### src/nce_pkg.sv
// Purpose: Constants and carriers for nce_engine
// Assumes: 8-bit register bytes, 8K flash, 512-byte eeprom
// Notes:   Mode codes and keys fixed by software flow
package nce_pkg;

    // Sizes
    localparam int DW         = 8;
    localparam int FL_AW      = 13;
    localparam int EE_AW      = 9;
    localparam int PAGE_AW    = 6;
    localparam int PAGE_BYTES = 64;
    localparam int FL_HI_W    = FL_AW - DW;
    localparam int BOOT_SEL_W = 3;

    // Flash geometry; top is one past the end
    localparam logic [FL_AW:0]     FL_TOP          = 14'h2000;
    localparam int                 BOOT_UNIT_SHIFT = 9;
    localparam int                 LB_SHIFT        = 5;
    localparam logic [PAGE_AW-1:0] PAGE_OFS0       = 6'h00;
    localparam logic [PAGE_AW-1:0] PAGE_LAST       = 6'h3f;

    // Mode select codes
    localparam logic [DW-1:0] MODE_STANDBY   = 8'h00;
    localparam logic [DW-1:0] MODE_FL_READ   = 8'h01;
    localparam logic [DW-1:0] MODE_FL_COMMIT = 8'hc1;
    localparam logic [DW-1:0] MODE_FL_LOAD   = 8'hc2;
    localparam logic [DW-1:0] MODE_FL_ERASE  = 8'hc3;
    localparam logic [DW-1:0] MODE_EE_READ   = 8'hc0;
    localparam logic [DW-1:0] MODE_EE_PROG   = 8'hc8;

    // Trigger keys and control bits
    localparam logic [DW-1:0] KEY_FIRST    = 8'h46;
    localparam logic [DW-1:0] KEY_SECOND   = 8'hb9;
    localparam int            CTRL_EN_BIT  = 7;
    localparam int            CTRL_CLR_BIT = 0;

    // Reset values
    localparam logic [DW-1:0] BYTE_RST    = 8'h00;
    localparam logic [DW-1:0] ERASED_BYTE = 8'hff;

    typedef enum logic [1:0] {
        FL_OP_READ  = 2'h0,
        FL_OP_PROG  = 2'h1,
        FL_OP_ERASE = 2'h2
    } nce_fl_op_t;

    typedef enum logic [5:0] {
        ST_IDLE     = 6'h01,
        ST_EE       = 6'h02,
        ST_FL_READ  = 6'h04,
        ST_FL_ERASE = 6'h08,
        ST_FL_LOAD  = 6'h10,
        ST_FL_PROG  = 6'h20
    } nce_state_t;

    // Cpu write strobes, shared data byte
    typedef struct packed {
        logic          ctrl_wr;
        logic          mode_wr;
        logic          adrh_wr;
        logic          adrl_wr;
        logic          data_wr;
        logic          key_wr;
        logic          lb_wr;
        logic [DW-1:0] wdata;
    } nce_sfr_wr_t;

    typedef struct packed {
        logic             valid;
        nce_fl_op_t       op;
        logic [FL_AW-1:0] addr;
        logic [DW-1:0]    wdata;
    } nce_fl_req_t;

    typedef struct packed {
        logic             valid;
        logic             we;
        logic [EE_AW-1:0] addr;
        logic [DW-1:0]    wdata;
    } nce_ee_req_t;

    typedef struct packed {
        logic          ack;
        logic [DW-1:0] rdata;
    } nce_mem_rsp_t;

endpackage
### src/nce_engine.sv
// Purpose: Flash erase, program and read, eeprom program and read engine
// Assumes: Register writes arrive as one-cycle cpu strobes
// Notes:   Flash work stalls the cpu, eeprom work runs in the background
//
// Summary of operation
// - 8K flash shared; boot size from option
// - Data region spans low bound to boot
// - Low bound from option or software
// - Eeprom work stalls the cpu only while a flash command is queued behind it
// - Done flag set after eeprom op, sticky
// - Writing one to control bit 0 clears done
// - Enable bit 7 gates all commands
// - Modes c8 program, c0 read, 00 standby
// - Mode c3 erases one 64-byte page
// - 64 loads in c2, then c1 commits
// - Mode 01 reads flash into data register
// - Keys 46 then b9 start a command
// - Busy holds until eeprom read data valid
// - Eeprom address wraps to nine bits
// - No carry from low into high address
// - Flash during eeprom waits, cpu stalled
// - Page erase address is page aligned
`timescale 1ns/1ps
`default_nettype none
module nce_engine
    import nce_pkg::*;
(
    // Clock and reset
    input  wire logic                  clk,
    input  wire logic                  resetn,
    // Cpu register writes
    input  wire nce_sfr_wr_t           sfr,
    // Hardware options and cpu context
    input  wire logic [BOOT_SEL_W-1:0] boot_size_sel,
    input  wire logic [DW-1:0]         lb_option,
    input  wire logic                  cpu_in_boot,
    // Register views
    output logic      [DW-1:0]         mode_select_reg,
    output logic      [DW-1:0]         address_high_reg,
    output logic      [DW-1:0]         address_low_reg,
    output logic      [DW-1:0]         nvm_data_reg,
    output logic      [DW-1:0]         data_region_low_bound,
    output logic                       engine_enable_bit,
    // Status
    output logic                       engine_busy_flag,
    output logic                       eeprom_done_flag,
    output logic                       cpu_stall,
    output logic                       cmd_reject,
    output logic      [FL_AW:0]        boot_start_addr,
    // Flash array port
    output nce_fl_req_t                flash_req,
    input  wire nce_mem_rsp_t          flash_rsp,
    // Eeprom array port
    output nce_ee_req_t                ee_req,
    input  wire nce_mem_rsp_t          ee_rsp
);

    typedef struct packed {
        nce_state_t         st;
        logic               en;
        logic               done;
        logic [DW-1:0]      mode;
        logic [DW-1:0]      adrh;
        logic [DW-1:0]      adrl;
        logic [DW-1:0]      data;
        logic [DW-1:0]      lb;
        logic               lb_init;
        logic               pend;
        logic [DW-1:0]      pend_mode;
        logic [PAGE_AW-1:0] cnt;
        logic               reject;
        nce_fl_req_t        fl;
        nce_ee_req_t        ee;
    } nce_eng_t;

    nce_eng_t r;
    nce_eng_t n;

    logic               fire;
    logic [FL_AW-1:0]   fl_addr;
    logic [FL_AW-1:0]   pg_addr;
    logic [EE_AW-1:0]   ee_addr;
    logic [FL_AW:0]     boot_start;
    logic [FL_AW:0]     lb_addr;
    logic               wr_ok;
    logic               fl_trig;
    logic               pend_now;
    logic [DW-1:0]      pend_md;
    logic               latch_we;
    logic               latch_clr;
    logic [DW-1:0]      latch_rdata;

    // Flash mode codes
    function automatic logic is_flash(input logic [DW-1:0] md);
        is_flash = (md == MODE_FL_READ) || (md == MODE_FL_COMMIT) ||
                   (md == MODE_FL_LOAD) || (md == MODE_FL_ERASE);
    endfunction

    // Launch one flash command from idle
    function automatic nce_eng_t start_flash(
        input nce_eng_t         s,
        input logic [DW-1:0]    md,
        input logic [FL_AW-1:0] byte_addr,
        input logic [FL_AW-1:0] page_addr,
        input logic             allow
    );
        nce_eng_t t;
        t = s;
        case (md)
            MODE_FL_READ: begin
                t.st       = ST_FL_READ;
                t.fl.valid = 1'b1;
                t.fl.op    = FL_OP_READ;
                t.fl.addr  = byte_addr;
                t.fl.wdata = s.data;
            end
            MODE_FL_ERASE: begin
                if (allow) begin
                    t.st       = ST_FL_ERASE;
                    t.fl.valid = 1'b1;
                    t.fl.op    = FL_OP_ERASE;
                    t.fl.addr  = page_addr;
                    t.fl.wdata = ERASED_BYTE;
                end else begin
                    t.reject = 1'b1;
                end
            end
            MODE_FL_LOAD: begin
                t.st = ST_FL_LOAD;
            end
            MODE_FL_COMMIT: begin
                if (allow) begin
                    t.st       = ST_FL_PROG;
                    t.cnt      = PAGE_OFS0;
                    t.fl.valid = 1'b0;
                end else begin
                    t.reject = 1'b1;
                end
            end
            default: begin
                t.st = s.st;
            end
        endcase
        start_flash = t;
    endfunction

    // Unlock sequence, live only when enabled
    nce_key_seq u_keys (
        .clk      (clk),
        .resetn   (resetn),
        .key_wr   (sfr.key_wr),
        .key_data (sfr.wdata),
        .enable   (r.en),
        .fire     (fire)
    );

    // Page latch fed by load commands, drained by commit
    nce_page_latch u_latch (
        .clk    (clk),
        .resetn (resetn),
        .we     (latch_we),
        .waddr  (r.adrl[PAGE_AW-1:0]),
        .wdata  (r.data),
        .clr    (latch_clr),
        .raddr  (r.cnt),
        .rdata  (latch_rdata)
    );

    // Address forms; high bits beyond the array ignored
    assign fl_addr = {r.adrh[FL_HI_W-1:0], r.adrl};
    assign pg_addr = {fl_addr[FL_AW-1:PAGE_AW], PAGE_OFS0};
    assign ee_addr = {r.adrh[0], r.adrl};

    // Region bounds from boot option and low bound
    assign boot_start = FL_TOP - ((FL_AW + 1)'(boot_size_sel) << BOOT_UNIT_SHIFT);
    assign lb_addr    = (FL_AW + 1)'(r.lb) << LB_SHIFT;

    // Boot code may write below boot, application only its data region
    // The boot region itself is never writable here
    always_comb begin
        wr_ok = ({1'b0, pg_addr} < boot_start) &&
                (cpu_in_boot || ({1'b0, pg_addr} >= lb_addr));
    end

    // Flash trigger landing during eeprom work
    assign fl_trig  = fire && is_flash(r.mode);
    assign pend_now = r.pend || fl_trig;
    assign pend_md  = r.pend ? r.pend_mode : r.mode;

    // Latch write comes from the load state flop, so it trails by one; clear lands with the last commit ack
    assign latch_we  = (r.st == ST_FL_LOAD);
    assign latch_clr = (r.st == ST_FL_PROG) && r.fl.valid && flash_rsp.ack &&
                       (r.cnt == PAGE_LAST);

    // Next state
    always_comb begin
        n        = r;
        n.reject = 1'b0;

        // Option caught once after reset, software may overwrite
        if (!r.lb_init) begin
            n.lb      = lb_option;
            n.lb_init = 1'b1;
        end else if (sfr.lb_wr) begin
            n.lb = sfr.wdata;
        end

        // Control: enable, write-one clear of done
        if (sfr.ctrl_wr) begin
            n.en = sfr.wdata[CTRL_EN_BIT];
            if (sfr.wdata[CTRL_CLR_BIT]) begin
                n.done = 1'b0;
            end
        end

        // Plain register writes; no carry out of low
        if (sfr.mode_wr) begin
            n.mode = sfr.wdata;
        end
        if (sfr.adrh_wr) begin
            n.adrh = sfr.wdata;
        end
        if (sfr.adrl_wr) begin
            n.adrl = sfr.wdata;
        end
        if (sfr.data_wr) begin
            n.data = sfr.wdata;
        end

        unique case (r.st)
            ST_IDLE: begin
                if (fire) begin
                    if (r.mode == MODE_EE_PROG || r.mode == MODE_EE_READ) begin
                        n.st       = ST_EE;
                        n.ee.valid = 1'b1;
                        n.ee.we    = (r.mode == MODE_EE_PROG);
                        n.ee.addr  = ee_addr;
                        n.ee.wdata = r.data;
                    end else begin
                        // Standby, unknown codes do nothing
                        n = start_flash(n, r.mode, fl_addr, pg_addr, wr_ok);
                    end
                end
            end
            ST_EE: begin
                if (fl_trig) begin
                    n.pend      = 1'b1;
                    n.pend_mode = r.mode;
                end
                if (ee_rsp.ack) begin
                    n.ee.valid = 1'b0;
                    n.done     = 1'b1;
                    if (!r.ee.we) begin
                        n.data = ee_rsp.rdata;
                    end
                    if (pend_now) begin
                        n.pend = 1'b0;
                        n.st   = ST_IDLE;
                        n      = start_flash(n, pend_md, fl_addr, pg_addr, wr_ok);
                    end else begin
                        n.st = ST_IDLE;
                    end
                end
            end
            ST_FL_READ: begin
                if (flash_rsp.ack) begin
                    n.fl.valid = 1'b0;
                    n.data     = flash_rsp.rdata;
                    n.st       = ST_IDLE;
                end
            end
            ST_FL_ERASE: begin
                if (flash_rsp.ack) begin
                    n.fl.valid = 1'b0;
                    n.st       = ST_IDLE;
                end
            end
            ST_FL_LOAD: begin
                n.st = ST_IDLE;
            end
            ST_FL_PROG: begin
                // One byte per request, latch order, page base fixed
                if (!r.fl.valid) begin
                    n.fl.valid = 1'b1;
                    n.fl.op    = FL_OP_PROG;
                    n.fl.addr  = {pg_addr[FL_AW-1:PAGE_AW], r.cnt};
                    n.fl.wdata = latch_rdata;
                end else if (flash_rsp.ack) begin
                    n.fl.valid = 1'b0;
                    n.cnt      = r.cnt + 1'b1;
                    if (r.cnt == PAGE_LAST) begin
                        n.st = ST_IDLE;
                    end
                end
            end
            default: begin
                n.st = ST_IDLE;
            end
        endcase

        // Set wins over a clear landing in the same cycle
        if (r.st == ST_EE && ee_rsp.ack) begin
            n.done = 1'b1;
        end
    end

    // Engine register
    always_ff @(posedge clk or negedge resetn) begin
        if (!resetn) begin
            r.st        <= ST_IDLE;
            r.en        <= 1'b0;
            r.done      <= 1'b0;
            r.mode      <= MODE_STANDBY;
            r.adrh      <= BYTE_RST;
            r.adrl      <= BYTE_RST;
            r.data      <= BYTE_RST;
            r.lb        <= BYTE_RST;
            r.lb_init   <= 1'b0;
            r.pend      <= 1'b0;
            r.pend_mode <= MODE_STANDBY;
            r.cnt       <= PAGE_OFS0;
            r.reject    <= 1'b0;
            r.fl        <= '0;
            r.ee        <= '0;
        end else begin
            r <= n;
        end
    end

    // Register views
    assign mode_select_reg       = r.mode;
    assign address_high_reg      = r.adrh;
    assign address_low_reg       = r.adrl;
    assign nvm_data_reg          = r.data;
    assign data_region_low_bound = r.lb;
    assign engine_enable_bit     = r.en;
    assign eeprom_done_flag      = r.done;
    assign cmd_reject            = r.reject;
    assign boot_start_addr       = boot_start;

    // Busy covers eeprom and flash; stall covers flash and a flash command queued behind eeprom
    assign engine_busy_flag = (r.st != ST_IDLE);
    assign cpu_stall = r.pend || (r.st == ST_FL_READ) || (r.st == ST_FL_ERASE) ||
                       (r.st == ST_FL_LOAD) || (r.st == ST_FL_PROG);

    // Array requests straight from flops
    assign flash_req = r.fl;
    assign ee_req    = r.ee;

endmodule
`default_nettype wire

### src/nce_key_seq.sv
// Purpose: Two-write unlock for the trigger key
// Assumes: key_wr is a one-cycle strobe
// Notes:   fire is a one-cycle combinational pulse
`timescale 1ns/1ps
`default_nettype none
module nce_key_seq
    import nce_pkg::*;
(
    // Clock and reset
    input  wire logic          clk,
    input  wire logic          resetn,
    // Key writes
    input  wire logic          key_wr,
    input  wire logic [DW-1:0] key_data,
    input  wire logic          enable,
    // Trigger
    output logic               fire
);

    typedef struct packed {
        logic armed;
    } nce_key_t;

    nce_key_t r;
    nce_key_t n;

    // A stray byte or dropped enable disarms
    always_comb begin
        n    = r;
        fire = 1'b0;
        if (!enable) begin
            n.armed = 1'b0;
        end else if (key_wr) begin
            if (r.armed && key_data == KEY_SECOND) begin
                fire    = 1'b1;
                n.armed = 1'b0;
            end else begin
                n.armed = (key_data == KEY_FIRST);
            end
        end
    end

    // State register
    always_ff @(posedge clk or negedge resetn) begin
        if (!resetn) begin
            r <= '0;
        end else begin
            r <= n;
        end
    end

endmodule
`default_nettype wire

### src/nce_page_latch.sv
// Purpose: 64-byte page latch for flash commit
// Assumes: one write or one clear per cycle
// Notes:   Read is a mux of flops, no extra latency
`timescale 1ns/1ps
`default_nettype none
module nce_page_latch
    import nce_pkg::*;
(
    // Clock and reset
    input  wire logic               clk,
    input  wire logic               resetn,
    // Fill port
    input  wire logic               we,
    input  wire logic [PAGE_AW-1:0] waddr,
    input  wire logic [DW-1:0]      wdata,
    input  wire logic               clr,
    // Drain port
    input  wire logic [PAGE_AW-1:0] raddr,
    output logic      [DW-1:0]      rdata
);

    typedef struct packed {
        logic [PAGE_BYTES-1:0][DW-1:0] mem;
    } nce_latch_t;

    nce_latch_t r;
    nce_latch_t n;

    // Unloaded bytes stay erased so a partial page leaves flash as is
    always_comb begin
        n = r;
        if (clr) begin
            n.mem = {PAGE_BYTES{ERASED_BYTE}};
        end else if (we) begin
            n.mem[waddr] = wdata;
        end
    end

    assign rdata = r.mem[raddr];

    // Latch storage
    always_ff @(posedge clk or negedge resetn) begin
        if (!resetn) begin
            r.mem <= {PAGE_BYTES{ERASED_BYTE}};
        end else begin
            r <= n;
        end
    end

endmodule
`default_nettype wire

### config.mk
export PLATFORM = sky130hd
export DESIGN_NAME = nce_engine
export DESIGN_NICKNAME = d
export VERILOG_FILES = /design/src/nce_pkg.sv /design/src/nce_engine.sv /design/src/nce_key_seq.sv /design/src/nce_page_latch.sv
export SDC_FILE = /design/constraint.sdc
export NUM_CORES = 2
export LEC_CHECK = 0
export BUFFER_PORTS_ARGS = -buffer_cell sky130_fd_sc_hd__buf_2
export CAP_MARGIN = 25
export CORE_UTILIZATION = 42
export DETAILED_ROUTE_END_ITERATION = 7
export PLACE_DENSITY = 0.59
export SLEW_MARGIN = 20
export SYNTH_ARGS = -nofsm -noshare
export SYNTH_HDL_FRONTEND = slang
export SYNTH_SLANG_ARGS = --single-unit
### constraint.sdc
create_clock -name clk -period 7.2 [get_ports clk]
set_input_delay 0.72 -clock clk [delete_from_list [all_inputs] [get_ports clk]]
set_output_delay 0.72 -clock clk [all_outputs]
set_load 0.05 [all_outputs]
==> results.toml <==
[timing]
setup_tns_ps = 0
finalHoldViolCount = 0
setup_viol = 0
fin_crit_sh_pct = 61.2
fmax_mhz = 227
relSlewSlack_pct = 27.7
setup_ws_ps = 2800
tightest_slew_ps = 1090
period_minus_slack_ps = 4400
rsz0062_at_grt = "false"
skew_ps = 23.8
slew_viol_final = 0

[worst_hold_path]
holdCritPathClass = "primary input to asynchronous set/reset pin"

[detailed_routing]
viasPerCell = 6.04
routed_wl_um = 103000
routedWlPerCell_um = 24.8
antenna_left = 0
drc = 0
drt_iter0_markers = 2706
first_pass_iters = 7
via_count = 24900

[synthesis]
synth_edf_count = 0
synth_top_family_by_area = "simple AND/OR/NAND/NOR gates"
syn_area_um2 = 32600
async_reset_ff_share_pct = 100
synth-seq-area-share_pct = 49.6
synthAdderAreaFrac_pct = 0.499
synthXorXnorAreaFrac_pct = 0.0537
synth_compound_gate_area_share_pct = 4.68
ys_top_cells_by_area = "dfstp_2 41%, mux2i_1 9.3%, mux4_2 8.5%"
synth.area.mux_share_pct = 19.4
synthCells = 3135
synth-simple-area-share_pct = 20.0
ys.flop_type = "dfstp_2"
synth_top_cell_by_area = "dfstp_2"
synth-seq-cells = 621
netlist.area_leader.share_pct = 41.3
synthTopCellsByCount = "654 x nand2_1, 533 x nand3_1, 513 x dfstp_2"
syn_avg_cell_area_um2 = 10.4
synthMostInstantiatedCell = "nand2_1"
yosys_warnings = 0
synth_cell_type_count = 84

[die]
rows = 101
die_y_um = 281
core_area_um2 = 76500
io_pins = 149
dieArea_um2 = 78800
die_w_um = 281
start_util_pct = 42.7

[global_routing]
grt_pass1_vias = 24500
antenna_found_initial = 1
grt_pass1_wl_um = 157000
grt.total_usage_pct = 26.1
overflow = 0
grt_start_max_net_pins = 257

[finish]
area_delta_synth_final_pct = 9.59
antenna_cells = 0
nets = 3105
largest_register = "u_latch.r"
largest_reg_flops = 512
drive_gt1_share_pct = 33.6

[placed_design]
pre_cts_ws_ps = 2880
portBuffers = 139
place.gp.congestion = 0.905
dp_hpwl_um = 62900

[power]
power.leakage_nw = 13.8
vdd_drop_max_mv = 0.170
p_per_area_nw_per_um2 = 234

[cts]
path_clk_slew_ps = 60
hold_buffers = 0
cts_tree = "yes"
cts_buffer_depth = 3
cts_setup_buffers = 0
htreeDepth = 3
cts_buffers = 70
ctsResizeCount = 0
clkSinkCount = 621
cts_root_buf = "clkbuf_16"
clock_latency_ps = 630

[worst_setup_path]
endpoint_kind = "flip-flop"
critical_path_required_ps = 7700
critPathMaxFanout = 104
crit_type = "flip-flop to flip-flop"
arrival_ps = 4910
start_kind = "flip-flop"

[run]
cap_violations = 0

[outcome]
status = "complete, no violations"
## cell type report
type                            instances  area (um2)
Clock buffer                          110        2130
Clock inverter                         16         173
Fill cell                            7044       40700
Inverter                               31         116
Multi-Input combinational cell       2132       14600
Sequential cell                       621       16200
Tap cell                             1030        1290
Timing Repair Buffer                  189        1210
## metal layers
metal	wire length (um)	global-route usage, %	vias up
met3	8640	4.60	191
met2	47100	40.1	1211
met5	13	0	-
li1	-	-	10800
met1	43300	36.8	12800
met4	3500	9.82	2
## through the flow
step | cells | hold slack (ps) | power, mW | instance area (um2) | util (%)
after floorplan | 3143 | 424 | 4.46 | 32700 | -
after global placement | 3997 | 459 | 4.75 | 33300 | 43.6
after detailed placement | 4000 | 470 | 4.76 | 33400 | 43.7
after CTS | 4126 | 143 | 8.41 | 35700 | 46.7
after global routing | 4129 | 154 | 8.63 | 35800 | 46.8
final | 4129 | 120 | 8.35 | 35800 | 46.8
## cell families after synthesis
family	count (synthesis)
mux	470
compound gates	224
fa+ha+maj	13
xor+xnor	2
simple gates	1413
buf+inv	390
other cells	2
flops	621
## where the power goes
part | leakage, nW | total [mW] | switching, mW | internal, mW
sequential | 6.76 | 3.70 | 0.122 | 3.58
combinational | 5.89 | 1.02 | 0.797 | 0.228
clock | 1.13 | 3.62 | 1.48 | 2.14
## worst paths after layout
kind / startpoint / to / slack [ps] / cells past startpoint
setup reg to reg: r[44]$_DFFE_PN0P_ / flash_req[1]$_DFFE_PN0P_ / 2800 / 7
hold / removal: resetn / data_region_low_bound[6]$_DFFE_PN0P_ / 120 / 1
min in group clk: flash_rsp[4] / nvm_data_reg[4]$_DFF_PN0_ / 340 / 2
max in group asynchronous: resetn / u_latch.r[410]$_DFFE_PN1P_ / 5610 / 3
hold reg to reg: ee_req[12]$_DFFE_PN0P_ / ee_req[12]$_DFFE_PN0P_ / 480 / 2
setup / recovery: r[44]$_DFFE_PN0P_ / flash_req[1]$_DFFE_PN0P_ / 2800 / 7
## cell usage in the layout, fill, tap and decap left out, types with 6 or more instances in the layout
cell type,count
nor2b_1,6
nor2_1,56
and2_1,11
clkbuf_1,23
a221oi_1,10
inv_1,30
mux4_2,123
nor4_1,9
dfstp_2,513
clkinv_2,9
buf_2,139
buf_4,41
nand3_1,533
conb_1,10
mux2_2,43
o211ai_1,8
nand2b_1,6
or3_1,8
o22ai_1,14
clkbuf_16,75
a31oi_1,6
o21ai_0,54
a22oi_1,16
ha_1,13
clkbuf_8,12
nand4_1,15
a211oi_1,13
dfrtp_1,98
and3_1,9
nor3_1,24
a21oi_1,41
o31ai_1,9
mux2i_1,302
nand2_1,653
nor2_2,25
dfrtp_2,8
nor2_4,9
## critical path, stage by stage, from the launching register on
cell and delay [ps]:
dfrtp_4 970, buf_12 630, mux4_2 640, mux4_2 490, nor2b_1 170, nor4_1 660, a31oi_1 190, o21a_1 200
(Power assumes the default switching activity.)
